===== src/design/ttx_map.vh =====
/*
 * Constants for the transmit write and flow-control block: queue geometry,
 * bus field positions and the idle character codes.
 * Assumes inclusion by bare name from design files compiled in the same run.
 */
`ifndef TTX_MAP_VH
`define TTX_MAP_VH

// Queue geometry
`define TTX_DEPTH 256
`define TTX_ADDR_W 8
`define TTX_DATA_W 12
// Writes still accepted after the full flag first rises
`define TTX_FULL_MARGIN 8

// Cell start marker position on the parallel bus (encoder enabled)
`define TTX_SOC_BIT 11

// Idle fill: coded C5.0 special, and its two raw 10-bit disparity forms
`define TTX_IDLE_CODED 12'h0BC
`define TTX_IDLE_RAW_NEG 12'h0FA
`define TTX_IDLE_RAW_POS 12'h305

// Synchroniser depth for pin inputs
`define TTX_SYNC_STAGES 2

`endif


===== src/design/ttx_sync.v =====
/*
 * Two-flop synchroniser for a vector of independent pin levels.
 * Assumes each bit is a slow level or a clock far below the sampling clock;
 * bits are not coherent with each other across a change.
 */
`timescale 1ns/1ps
`default_nettype none

module ttx_sync #(
  parameter WIDTH = 1,
  parameter [WIDTH-1:0] RST_VAL = {WIDTH{1'b0}}
) (
  input wire i_clk,
  input wire i_rst_b,
  input wire [WIDTH-1:0] i_async,
  output wire [WIDTH-1:0] o_sync
);

  reg [WIDTH-1:0] meta_r;
  reg [WIDTH-1:0] sync_r;

  // First stage feeds only the second stage; reset to the idle pin levels
  // so an active-low control never looks asserted while the chain refills
  always @(posedge i_clk or negedge i_rst_b)
  begin
    if (!i_rst_b)
    begin
      meta_r <= RST_VAL;
      sync_r <= RST_VAL;
    end
    else
    begin
      meta_r <= i_async;
      sync_r <= meta_r;
    end
  end

  assign o_sync = sync_r;

endmodule

`default_nettype wire


===== src/design/ttx_top.v =====
/*
 * Transmit write path and flow control of a serial link transceiver: the
 * parallel write port, the transmit queue, stop-on-cell gating, idle fill
 * and the full flag with its polarity and drive rules.
 * Assumes all pins, including the write clock and reference clock, are
 * asynchronous to I_CLOCK and at least four times slower; one character
 * leaves per reference clock rising edge through O_TX_CHAR and its strobe.
 */
// Overview of operation
// Enable and full polarity follow timing select
// Queue stores a character per write clock
// Enable off: drain queue, then send idle
// Bypass: send bus when enabled, else sync
// Stop: run to next cell start, halt
// Stop pulse while halted sends one cell
// Stop ignored while queue bypassed
// Coder bypass: stop suspends reads, raw idles
// Queue inputs sampled on write clock edge
// Full flag driven only on address match
// Full flag leaves eight more writes accepted
// Bypass full flag toggles at character rate; code holds it still with range select low and speed band select high
// Host marks each packet start with marker
// Idle characters fill every empty character slot
`timescale 1ns/1ps
`default_nettype none
`include "ttx_map.vh"

module ttx_top #(
  parameter DEPTH = `TTX_DEPTH,
  parameter ADDR_W = `TTX_ADDR_W,
  parameter DATA_W = `TTX_DATA_W,
  parameter MARGIN = `TTX_FULL_MARGIN
) (
  input wire I_CLOCK,
  input wire I_RST_B,
  input wire I_TX_QUEUE_WRITE_CLOCK,
  input wire I_REFERENCE_CLOCK_IN,
  input wire I_TX_WRITE_ENABLE,
  input wire [DATA_W-1:0] I_TX_PARALLEL_BUS,
  input wire I_CASCADE_TIMING_SELECT,
  input wire I_TX_QUEUE_BYPASS_N,
  input wire I_CODER_BYPASS_N,
  input wire I_TX_PAUSE_N,
  input wire I_TX_STOP_ON_CELL_N,
  input wire I_ADDRESS_MATCH_N,
  input wire I_RATE_RANGE_SELECT,
  input wire I_SPEED_BAND_SELECT,
  output reg [DATA_W-1:0] O_TX_CHAR,
  output reg O_TX_CHAR_K,
  output reg O_TX_CHAR_STB,
  output reg O_TX_IDLE,
  output reg O_TX_HALTED,
  output reg O_TX_QUEUE_FULL_FLAG,
  output reg O_TX_QUEUE_FULL_FLAG_OE
);

  localparam SW = DATA_W + 11;
  localparam [31:0] FULL_AT_I = DEPTH - MARGIN;
  localparam [31:0] CAP_I = DEPTH;
  localparam [ADDR_W:0] FULL_AT = FULL_AT_I[ADDR_W:0];
  localparam [ADDR_W:0] CAP = CAP_I[ADDR_W:0];
  // Idle levels: clocks low, enable high, active-low controls released
  localparam [SW-1:0] PIN_IDLE = {11'h17C, {DATA_W{1'b0}}};

  // Timing select picks the active level of enable and full flag
  function pol;
    input lvl;
    input cascade;
    begin
      pol = cascade ? lvl : ~lvl;
    end
  endfunction

  // Every pin passes the synchroniser before any logic reads it
  wire [SW-1:0] pins_raw;
  wire [SW-1:0] pins_s;

  assign pins_raw = {I_TX_QUEUE_WRITE_CLOCK, I_REFERENCE_CLOCK_IN, I_TX_WRITE_ENABLE,
                     I_CASCADE_TIMING_SELECT, I_TX_QUEUE_BYPASS_N, I_CODER_BYPASS_N,
                     I_TX_PAUSE_N, I_TX_STOP_ON_CELL_N, I_ADDRESS_MATCH_N,
                     I_RATE_RANGE_SELECT, I_SPEED_BAND_SELECT, I_TX_PARALLEL_BUS};

  ttx_sync #(
    .WIDTH(SW),
    .RST_VAL(PIN_IDLE)
  ) u_sync (
    .i_clk(I_CLOCK),
    .i_rst_b(I_RST_B),
    .i_async(pins_raw),
    .o_sync(pins_s)
  );

  wire wclk_s = pins_s[SW-1];
  wire rclk_s = pins_s[SW-2];
  wire wen_s = pins_s[SW-3];
  wire cascade_s = pins_s[SW-4];
  wire queue_on = pins_s[SW-5];
  wire coder_on = pins_s[SW-6];
  wire pause_n_s = pins_s[SW-7];
  wire stop_n_s = pins_s[SW-8];
  wire match_n_s = pins_s[SW-9];
  wire range_s = pins_s[SW-10];
  wire speed_s = pins_s[SW-11];
  wire [DATA_W-1:0] bus_s = pins_s[DATA_W-1:0];

  // Edge finders work on synchronised copies only
  reg wclk_d_r;
  reg rclk_d_r;
  wire wr_edge = wclk_s & ~wclk_d_r;
  wire char_edge = rclk_s & ~rclk_d_r;

  always @(posedge I_CLOCK or negedge I_RST_B)
  begin
    if (!I_RST_B)
    begin
      wclk_d_r <= 1'b0;
      rclk_d_r <= 1'b0;
    end
    else
    begin
      wclk_d_r <= wclk_s;
      rclk_d_r <= rclk_s;
    end
  end

  // Queue storage and pointers
  reg [DATA_W-1:0] mem_r [0:DEPTH-1];
  reg [ADDR_W-1:0] wr_ptr_r;
  reg [ADDR_W-1:0] rd_ptr_r;
  reg [ADDR_W:0] count_r;
  reg [ADDR_W:0] count_nxt;
  reg halted_r;
  reg pass_soc_r;
  reg disp_r;
  reg toggle_r;

  wire we_act = pol(wen_s, cascade_s);
  wire stop_act = ~stop_n_s;
  wire pause_act = ~pause_n_s;
  wire have = (count_r != {(ADDR_W+1){1'b0}});
  wire [DATA_W-1:0] head = mem_r[rd_ptr_r];
  wire head_soc = head[`TTX_SOC_BIT];

  // Writes land only on the write clock edge, and only while room remains
  wire do_wr = queue_on & wr_edge & we_act & (count_r != CAP);

  // Stop with the coder on halts in front of a cell start unless one cell was released
  wire cell_hold = stop_act & head_soc & ~pass_soc_r;
  // Coder bypassed: bit 11 is data, the stop acts at once as a pause
  wire hold = coder_on ? (pause_act | cell_hold) : stop_act;
  wire do_rd = queue_on & char_edge & have & ~hold;

  // Pointer and occupancy update
  always @*
  begin
    count_nxt = count_r;
    if (do_wr && !do_rd)
      count_nxt = count_r + {{ADDR_W{1'b0}}, 1'b1};
    else if (do_rd && !do_wr)
      count_nxt = count_r - {{ADDR_W{1'b0}}, 1'b1};
  end

  // Storage has no reset; occupancy alone says what is valid
  always @(posedge I_CLOCK)
  begin
    if (do_wr)
      mem_r[wr_ptr_r] <= bus_s;
  end

  // Bypassing the queue empties it so stale data never follows a mode change
  always @(posedge I_CLOCK or negedge I_RST_B)
  begin
    if (!I_RST_B)
    begin
      wr_ptr_r <= {ADDR_W{1'b0}};
      rd_ptr_r <= {ADDR_W{1'b0}};
      count_r <= {(ADDR_W+1){1'b0}};
    end
    else if (!queue_on)
    begin
      wr_ptr_r <= {ADDR_W{1'b0}};
      rd_ptr_r <= {ADDR_W{1'b0}};
      count_r <= {(ADDR_W+1){1'b0}};
    end
    else
    begin
      if (do_wr)
        wr_ptr_r <= wr_ptr_r + {{(ADDR_W-1){1'b0}}, 1'b1};
      if (do_rd)
        rd_ptr_r <= rd_ptr_r + {{(ADDR_W-1){1'b0}}, 1'b1};
      count_r <= count_nxt;
    end
  end

  // Cell stop bookkeeping; only meaningful with queue and coder both on
  always @(posedge I_CLOCK or negedge I_RST_B)
  begin
    if (!I_RST_B)
    begin
      halted_r <= 1'b0;
      pass_soc_r <= 1'b0;
    end
    else if (!queue_on || !coder_on)
    begin
      halted_r <= 1'b0;
      pass_soc_r <= 1'b0;
    end
    else
    begin
      // Release seen while halted: the waiting cell start may go once
      // A cell start leaving in the release cycle itself uses up the pass
      if (do_rd && head_soc)
        pass_soc_r <= 1'b0;
      else if (halted_r && !stop_act)
        pass_soc_r <= 1'b1;
      // Halt is entered at a character slot blocked by a cell start
      if (char_edge && have && cell_hold)
        halted_r <= 1'b1;
      else if (!stop_act)
        halted_r <= 1'b0;
    end
  end

  // Character output, one per reference clock edge
  reg [DATA_W-1:0] char_nxt;
  reg k_nxt;
  reg idle_nxt;

  always @*
  begin
    char_nxt = `TTX_IDLE_CODED;
    k_nxt = 1'b1;
    idle_nxt = 1'b1;
    if (queue_on && do_rd)
    begin
      char_nxt = head;
      k_nxt = 1'b0;
      idle_nxt = 1'b0;
    end
    else if (!queue_on && we_act)
    begin
      char_nxt = bus_s;
      k_nxt = 1'b0;
      idle_nxt = 1'b0;
    end
    else if (!coder_on)
    begin
      // Raw fill alternates disparity so the line stays balanced
      char_nxt = disp_r ? `TTX_IDLE_RAW_POS : `TTX_IDLE_RAW_NEG;
      k_nxt = 1'b0;
    end
  end

  // Every slot yields a character; gaps become idle fill
  always @(posedge I_CLOCK or negedge I_RST_B)
  begin
    if (!I_RST_B)
    begin
      O_TX_CHAR <= `TTX_IDLE_CODED;
      O_TX_CHAR_K <= 1'b1;
      O_TX_IDLE <= 1'b1;
      O_TX_CHAR_STB <= 1'b0;
      disp_r <= 1'b0;
    end
    else
    begin
      O_TX_CHAR_STB <= char_edge;
      if (char_edge)
      begin
        O_TX_CHAR <= char_nxt;
        O_TX_CHAR_K <= k_nxt;
        O_TX_IDLE <= idle_nxt;
        if (idle_nxt && !coder_on)
          disp_r <= ~disp_r;
      end
    end
  end

  // Full level: queue near capacity, or character-rate toggle when bypassed with range select high or speed band select low
  wire rate_mark = range_s | ~speed_s;
  wire full_lvl = queue_on ? (count_nxt >= FULL_AT) : (rate_mark & toggle_r);

  always @(posedge I_CLOCK or negedge I_RST_B)
  begin
    if (!I_RST_B)
      toggle_r <= 1'b0;
    else if (queue_on || !rate_mark)
      toggle_r <= 1'b0;
    else if (char_edge)
      toggle_r <= ~toggle_r;
  end

  // Flag pin: polarity by timing select, driven only while addressed
  always @(posedge I_CLOCK or negedge I_RST_B)
  begin
    if (!I_RST_B)
    begin
      O_TX_QUEUE_FULL_FLAG <= 1'b0;
      O_TX_QUEUE_FULL_FLAG_OE <= 1'b0;
      O_TX_HALTED <= 1'b0;
    end
    else
    begin
      O_TX_QUEUE_FULL_FLAG <= pol(full_lvl, cascade_s);
      O_TX_QUEUE_FULL_FLAG_OE <= ~match_n_s;
      O_TX_HALTED <= halted_r;
    end
  end

endmodule

`default_nettype wire


===== config.mk =====
export PLATFORM = sky130hd
export DESIGN_NAME = ttx_top
export DESIGN_NICKNAME = d
export VERILOG_FILES = /design/src/design/ttx_sync.v /design/src/design/ttx_top.v
export VERILOG_INCLUDE_DIRS = /design/src /design/src/design
export SDC_FILE = /design/constraint.sdc
export NUM_CORES = 2
export LEC_CHECK = 0
export ABC_AREA = 1
export BUFFER_PORTS_ARGS = -buffer_cell sky130_fd_sc_hd__buf_4
export CAP_MARGIN = 40
export CORE_MARGIN = 2
export CORE_UTILIZATION = 50
export CTS_BUF_LIST = sky130_fd_sc_hd__clkbuf_4
export CTS_CLUSTER_DIAMETER = 100
export DETAILED_ROUTE_END_ITERATION = 10
export PLACE_DENSITY = 0.65
export SLEW_MARGIN = 20
export SYNTH_ARGS = -nofsm -noshare
export SYNTH_HDL_FRONTEND = slang
export SYNTH_SLANG_ARGS = --single-unit

===== constraint.sdc =====
create_clock -name I_CLOCK -period 6.25 [get_ports I_CLOCK]
set_input_delay 0.3125 -clock I_CLOCK [delete_from_list [all_inputs] [get_ports I_CLOCK]]
set_output_delay 0.3125 -clock I_CLOCK [all_outputs]
set_load 0.02 [all_outputs]

**Word-level counts from Yosys, hierarchy flattened**

Memory sizes are Yosys's and may differ from the RTL's.
Index checks and enable logic that the tools add are counted.

- Add/subtract/negate cells: 4
- $mul: 0
- Divide/modulo/power cells: 0
- $lt $le $gt $ge: 1
- Equality and inequality tests: 3
- Shift-type cells: 0
- Muxes and demuxes: 30
- Bitwise gates (word level): 25
- Reductions and logical operators: 21

Operator list:

| cell | number |
|---|---|
| 8-bit two-way mux | 4 |
| 9-bit two-way mux | 3 |
| 12-bit two-way mux | 2 |
| 10-bit two-way mux | 2 |
| 1-bit two-way mux | 19 |
| 8-bit by 1-bit adder with 8-bit output (second input constant) | 2 |
| 1-bit inverter | 12 |
| 1-bit bitwise AND | 11 |
| 9-bit by 1-bit adder with 9-bit output (second input constant) | 1 |
| 9-bit by 8-bit greater-or-equal comparator with 1-bit output (second input constant) | 1 |
| 1-bit logical AND | 9 |
| 9-bit inequality test (second input constant) | 1 |
| 9-bit nonzero test | 1 |
| 9-bit by 1-bit subtractor with 9-bit output (second input constant) | 1 |
| 3-bit nonzero test | 2 |
| 1-bit logical NOT | 5 |
| 2-bit inequality test (second input constant) | 2 |
| 1-bit logical OR | 2 |
| 1-bit OR | 2 |
| 2-bit AND reduction | 1 |
| 2-bit nonzero test | 1 |

- Register bits: 95
- Bits in latches: 0
- Memory bits (writable): 3072
- Memory bits (read-only): 0
- Input bits: 25
- Output and inout port bits: 18
- Word-level logic and storage cells: 103
- Memories kept: 1

Memories:

| memory | depth | bits a word | rd ports | clocked after memory_dff | wr ports | line | source |
|---|---|---|---|---|---|---|---|
| mem_r | 256 | 12 | 1 | 0 | 1 | ttx_top.v:127 | `reg [DATA_W-1:0] mem_r [0:DEPTH-1];` |

**Logic depth before layout (Yosys ltp)**

- Word-level depth: 14
- Depth in mapped cells: 26
- Depth with buffers taken out: 24

**Cells and area by module**

Synthesis repeated with hierarchy kept, for this count alone.

- Cell total of the unflattened synthesis: 9695
- Area, all modules: 124961.1 µm²

Modules (own cells, without submodules):

| module | times used | cells an instance | area each (µm²) | seq. area each (µm²) |
|---|---|---|---|---|
| ttx_top | 1 | 9649 | 123795.0 | 93483.4 |
| ttx_sync | 1 | 46 | 1166.1 | 1166.1 |

**Least setup slack after synthesis**

No wires, ideal clock.

- Path type: register -> register
- Start point: reg u_sync.sync_r[2] (netlist: u_sync.o_sync[2])
- End point: reg O_TX_CHAR[2]
- Setup time: 0.061 ns
- Arrival time: 3.950 ns
- Required time: 6.189 ns
- Slack: 2.240 ns
- Cell stages (with the launch flop): 5
- Buffers on the path: 0
- Period minus slack after synthesis: 4.010 ns
- Cell sequence: dfrtp_1 > o21ai_0 > a21oi_1 > o31ai_1 > nand2_1

- Cells in the longest elaborated chain, start to end: 2

RTL lines:

| what | line | source |
|---|---|---|
| start, declared | ttx_sync.v:20 | `reg [WIDTH-1:0] sync_r;` |
| start signal, assigned | ttx_sync.v:34 | `sync_r <= meta_r;` |
| 12-bit two-way mux | ttx_top.v:240 | `else if (!queue_on && we_act)` |
| 12-bit two-way mux | ttx_top.v:234 | `if (queue_on && do_rd)` |
| end signal, assigned | ttx_top.v:259 | `` O_TX_CHAR <= `TTX_IDLE_CODED; `` |
| end signal, assigned | ttx_top.v:270 | `O_TX_CHAR <= char_nxt;` |
| end, declared | ttx_top.v:48 | `output reg [DATA_W-1:0] O_TX_CHAR,` |

No other way between the ends.
A chain may end at the register's enable or synchronous reset.

**Worst setup path in the final report**

- Start point: reg rd_ptr_r[0]
- End point: reg O_TX_QUEUE_FULL_FLAG

- Cells in the longest elaborated chain, start to end: 14
- Elaborated cells between the ends (all ways): 16
- Classes of those cells: 1 x order compare; 5 x mux; 6 x bitwise; 3 x reduce/logical; 1 x memory

RTL lines:

| what | line | source |
|---|---|---|
| start, declared | ttx_top.v:129 | `reg [ADDR_W-1:0] rd_ptr_r;` |
| start signal, assigned | ttx_top.v:176 | `rd_ptr_r <= {ADDR_W{1'b0}};` |
| start signal, assigned | ttx_top.v:182 | `rd_ptr_r <= {ADDR_W{1'b0}};` |
| start signal, assigned | ttx_top.v:190 | `rd_ptr_r <= rd_ptr_r + {{(ADDR_W-1){1'b0}}, 1'b1};` |
| memory 256 x 12 bit * | - |  |
| 1-bit bitwise AND * (2 in series) | ttx_top.v:148 | `wire cell_hold = stop_act & head_soc & ~pass_soc_r;` |
| 1-bit OR * | ttx_top.v:150 | `wire hold = coder_on ? (pause_act \| cell_hold) : stop_act;` |
| 1-bit two-way mux * | ttx_top.v:150 |  |
| 1-bit inverter * | ttx_top.v:151 | `wire do_rd = queue_on & char_edge & have & ~hold;` |
| 1-bit bitwise AND * | ttx_top.v:151 |  |
| 1-bit logical AND or 1-bit logical NOT (tied branches) | ttx_top.v:159, ttx_top.v:157 |  |
| 9-bit two-way mux or 1-bit logical AND (tied branches) | ttx_top.v:159, ttx_top.v:157 |  |
| 9-bit two-way mux * | ttx_top.v:157 | `if (do_wr && !do_rd)` |
| 9-bit by 8-bit greater-or-equal comparator with 1-bit output * | ttx_top.v:281 | `wire full_lvl = queue_on ? (count_nxt >= FULL_AT) : (rate_mark & toggle_r);` |
| 1-bit two-way mux * | ttx_top.v:281 |  |
| 1-bit inverter | ttx_top.v:70 | `pol = cascade ? lvl : ~lvl;` |
| 1-bit two-way mux * | ttx_top.v:70 |  |
| end signal, assigned | ttx_top.v:304 | `O_TX_QUEUE_FULL_FLAG <= pol(full_lvl, cascade_s);` |
| end, declared | ttx_top.v:53 | `output reg O_TX_QUEUE_FULL_FLAG,` |

Every way passes the cells marked *; elsewhere a longest branch is shown, timed or not.

==> results_dict.tcl <==
set metrics [dict create \
    yosysTopAreaCell "edfxtp_1" \
    min_to "u_sync.o_sync[0]$_DFF_PN0_" \
    hp-start "u_sync.meta_r[0]$_DFF_PN0_" \
    drt_iter0_drc 11910 \
    seq_area_frac_synth_pct 75.67 \
    path_class "reg -> reg" \
    grt_max_degree 225 \
    routed_wl_um 366700 \
    synth.area.top_cells "edfxtp_1, o21ai_0, nor2_1" \
    ys_ff_latch 3167 \
    core_um2 248700 \
    reg2regPathDepth 23 \
    setup_violations 0 \
    dp.cells 12810 \
    io_pins 43 \
    fin_crit_sh_pct 83.11 \
    min_path_type "reg -> reg" \
    pwr-share-comb_pct 3.4 \
    area.growth.synth_to_final_pct 12.84 \
    yosysTopAreaCellShare_pct 73.75 \
    netlist_instances 9704 \
    grt_pass1_vias 82390 \
    p_leak_nw 47.60 \
    final_nets 10380 \
    antenna_found_initial 16 \
    clock_latency_ps 1550 \
    p_sw_share_pct 22.39 \
    synth_area_um2 125100 \
    cts_max_path_buffers 4 \
    max-cap-violations 0 \
    finalClockSkew_ps 148.7 \
    hold_viol 0 \
    ant_nets 0 \
    hpwl_um 209600 \
    postSynthAreaPerCell_um2 12.89 \
    port_buffers 42 \
    whs_path_depth 0 \
    grt_pass1_wl_um 537200 \
    pwr-share-seq_pct 56.3 \
    wl_per_cell_um 25.77 \
    powerDensity_nw_per_um2 295.5 \
    cts_tree "built" \
    period_needed_ps 5194 \
    cts.sinks 3167 \
    r2r_start "rd_ptr_r[0]$_DFFE_PN0P_" \
    rsz0062_at_grt "no" \
    cts_resized 0 \
    async_flop_share_pct 3.000 \
    ys_types 43 \
    clkPwrFrac_pct 40.4 \
    fp.dieW_um 504.2 \
    fin_tns_setup_ps 0 \
    slew_headroom_pct 21.18 \
    clkTransAtPathRegs_ps 70 \
    yosys_warnings 0 \
    r2r_slack_ps 1060 \
    max_freq_mhz 192.5 \
    worstReg2RegEnd "O_TX_QUEUE_FULL_FLAG$_DFF_PN0_" \
    initial_utilization_pct 50.30 \
    dieArea_um2 254200 \
    switchingPower_mw 9.339 \
    root_buffer "clkbuf_4" \
    drive_gt1_share_pct 16.25 \
    grt_usage_pct 28.12 \
    synth_edf_count 3072 \
    internal_power_mw 32.36 \
    drc 0 \
    grt-ovfl-total 0 \
    core.rowCount 183 \
    die_h_um 504.2 \
    critPathCaptureType "register" \
    htreeDepth 6 \
    hold_ws_ps 346.8 \
    report.final.slew_viol_count 0 \
    place_congestion 0.9184 \
    arrival_ps 6610 \
    critPathRequiredTime_ps 7660 \
    final_cells 14230 \
    drt_pass1_iterations 7 \
    synth_nets 9736 \
    ir_worst_vdd_uv 239.5 \
    status "finished clean" \
    fin_area_um2 141100 \
    cts_buffers 783 \
    post_dp_cell_area_um2 130500 \
    crit_path_start_kind "register" \
    ys.flop_type "edfxtp_1" \
    crit_fanout 177 \
    viasPerCell 6.069 \
    max_slew.worst_pin.slew_ps 1182 \
    via_count 86380 \
]
## layout make-up
type	instances	area [um2]
Multi-Input combinational cell	5763	27080
Tap cell	3330	4167
Timing Repair Buffer	575	5290
Clock inverter	202	1145
Inverter	59	260.3
Clock buffer	1127	8461
Antenna cell	10	25.02
Sequential cell	3167	94710
Fill cell	20230	107500
## layer usage
metal	wire (um)	share of wire (%)	GRT usage, %	vias to the layer above
li1	-	-	-	37760
met1	143100	39	39.33	42580
met2	165300	45	42.05	5292
met3	44530	12	7.399	730
met4	13750	3.7	11.43	14
met5	97	0.026	0	-
## synthesized netlist by cell type (2+ instances only)
cell and count:
nor2_1 2214, xor2_1 13, clkbuf_1 486, o22ai_1 867, inv_1 52, dfstp_2 19
buf_4 36, buf_2 156, a21oi_1 45, buf_6 22, o21ai_0 1680, o311ai_1 2
buf_8 3, dfrtp_1 76, nand3_1 230, nor4_1 3, o32ai_1 58, o21ai_1 134
nor3_1 11, nand2_1 465, ha_1 7, a31oi_1 6, inv_2 3, o211ai_1 3
or2_2 2, o221ai_1 2, o31ai_1 5, edfxtp_1 3072, buf_1 12, nand4_1 4
nand2_2 2, clkinv_1 3
## registers in the layout (all words and copies together) (netlist names), 8 cells and up
register,cells
mem_r,3072
u_sync.meta_r,23
u_sync.o_sync,23
O_TX_CHAR,12
count_r,9
rd_ptr_r,8
wr_ptr_r,8
## worst max-delay path, cell delays in order (launching register included)
cell,delay (ps)
dfrtp_4,700
inv_16,460
buf_4,380
nand2_1,80
nand3_1,70
nand3_1,100
nand3_1,140
nand3_1,120
nand3_1,240
nand3_1,250
nand3_1,230
nand3_1,190
nand2_1,130
nand2_2,130
nand2_4,280
nand2_1,360
inv_1,300
o21ai_1,110
nand2_1,100
nor2_1,50
nand3_1,120
nand2_1,70
nand2_1,60
nand2_1,60
## logic make-up (layout without fill, tap and decap cells)
family,Yosys count,in the layout,synth area share [%]
buffers and inverters,774,1963,2.748
AO/OA/AOI/OAI,2805,2805,12.31
XOR/XNOR,14,14,0.09803
flip-flops,3167,3167,75.67
adder cells (fa/ha/maj),7,7,0.07002
other,0,10,0
AND/OR/NAND/NOR,2937,2937,9.102
## layout by cell type, fill, tap and decap left out, types with 13 or more instances in the layout
| master | n |
|---|---|
| xor2_1 | 13 |
| clkbuf_4 | 1129 |
| o22ai_1 | 867 |
| edfxtp_1 | 3072 |
| nor2_2 | 15 |
| clkinv_2 | 22 |
| a21oi_1 | 45 |
| dfrtp_1 | 58 |
| buf_16 | 15 |
| o21ai_0 | 1680 |
| buf_4 | 429 |
| o32ai_1 | 58 |
| dfrtp_4 | 17 |
| nor2_1 | 2199 |
| buf_12 | 39 |
| clkinv_1 | 146 |
| dfstp_2 | 19 |
| nand2_2 | 18 |
| o21ai_1 | 134 |
| dlygate4sd3_1 | 72 |
| inv_1 | 52 |
| nand2_1 | 449 |
| nand3_1 | 230 |
## what timing repair did
action	4_1_cts	5_1_grt
buffers inserted	0	0
hold endpoints to repair	118	0
hold buffers	73	0
## how the worst max path moves through the flow
stage / startpoint / cells after the start / slack [ps] / end
final: rd_ptr_r[0]$_DFFE_PN0P_ / 23 / 1060 / O_TX_QUEUE_FULL_FLAG$_DFF_PN0_
after detailed placement: rd_ptr_r[0]$_DFFE_PN0P_ / 23 / 1360 / O_TX_QUEUE_FULL_FLAG$_DFF_PN0_
after CTS: rd_ptr_r[0]$_DFFE_PN0P_ / 23 / 1440 / O_TX_QUEUE_FULL_FLAG$_DFF_PN0_
after global routing: rd_ptr_r[0]$_DFFE_PN0P_ / 23 / 860 / O_TX_QUEUE_FULL_FLAG$_DFF_PN0_
after floorplan: u_sync.o_sync[2]$_DFF_PN0_ / 4 / 2240 / O_TX_CHAR[2]$_DFFE_PN1P_
after global placement: rd_ptr_r[1]$_DFFE_PN0P_ / 22 / 1270 / O_TX_QUEUE_FULL_FLAG$_DFF_PN0_
## power groups by stage
stage	Sequential [mW]	Clock, mW	Combinational (mW)
floorplan	24.0	0	0.634
global placement	23.9	0	1.29
detailed placement	23.9	0	1.33
CTS	23.5	17.0	1.37
global route	23.4	18.1	1.51
finish	23.5	16.8	1.41
## metrics by stage
stage | power [mW] | setup WS [ps] | utilization [%]
2_1_floorplan | 24.67 | 2240 | -
3_3_place_gp | 25.21 | 1271 | 52.31
3_5_place_dp | 25.25 | 1363 | 52.49
4_1_cts | 41.87 | 1439 | 56.65
5_1_grt | 43.08 | 859.5 | 56.75
6_report | 41.70 | 1056 | 56.76
Power figures use the tool's default switching activity.
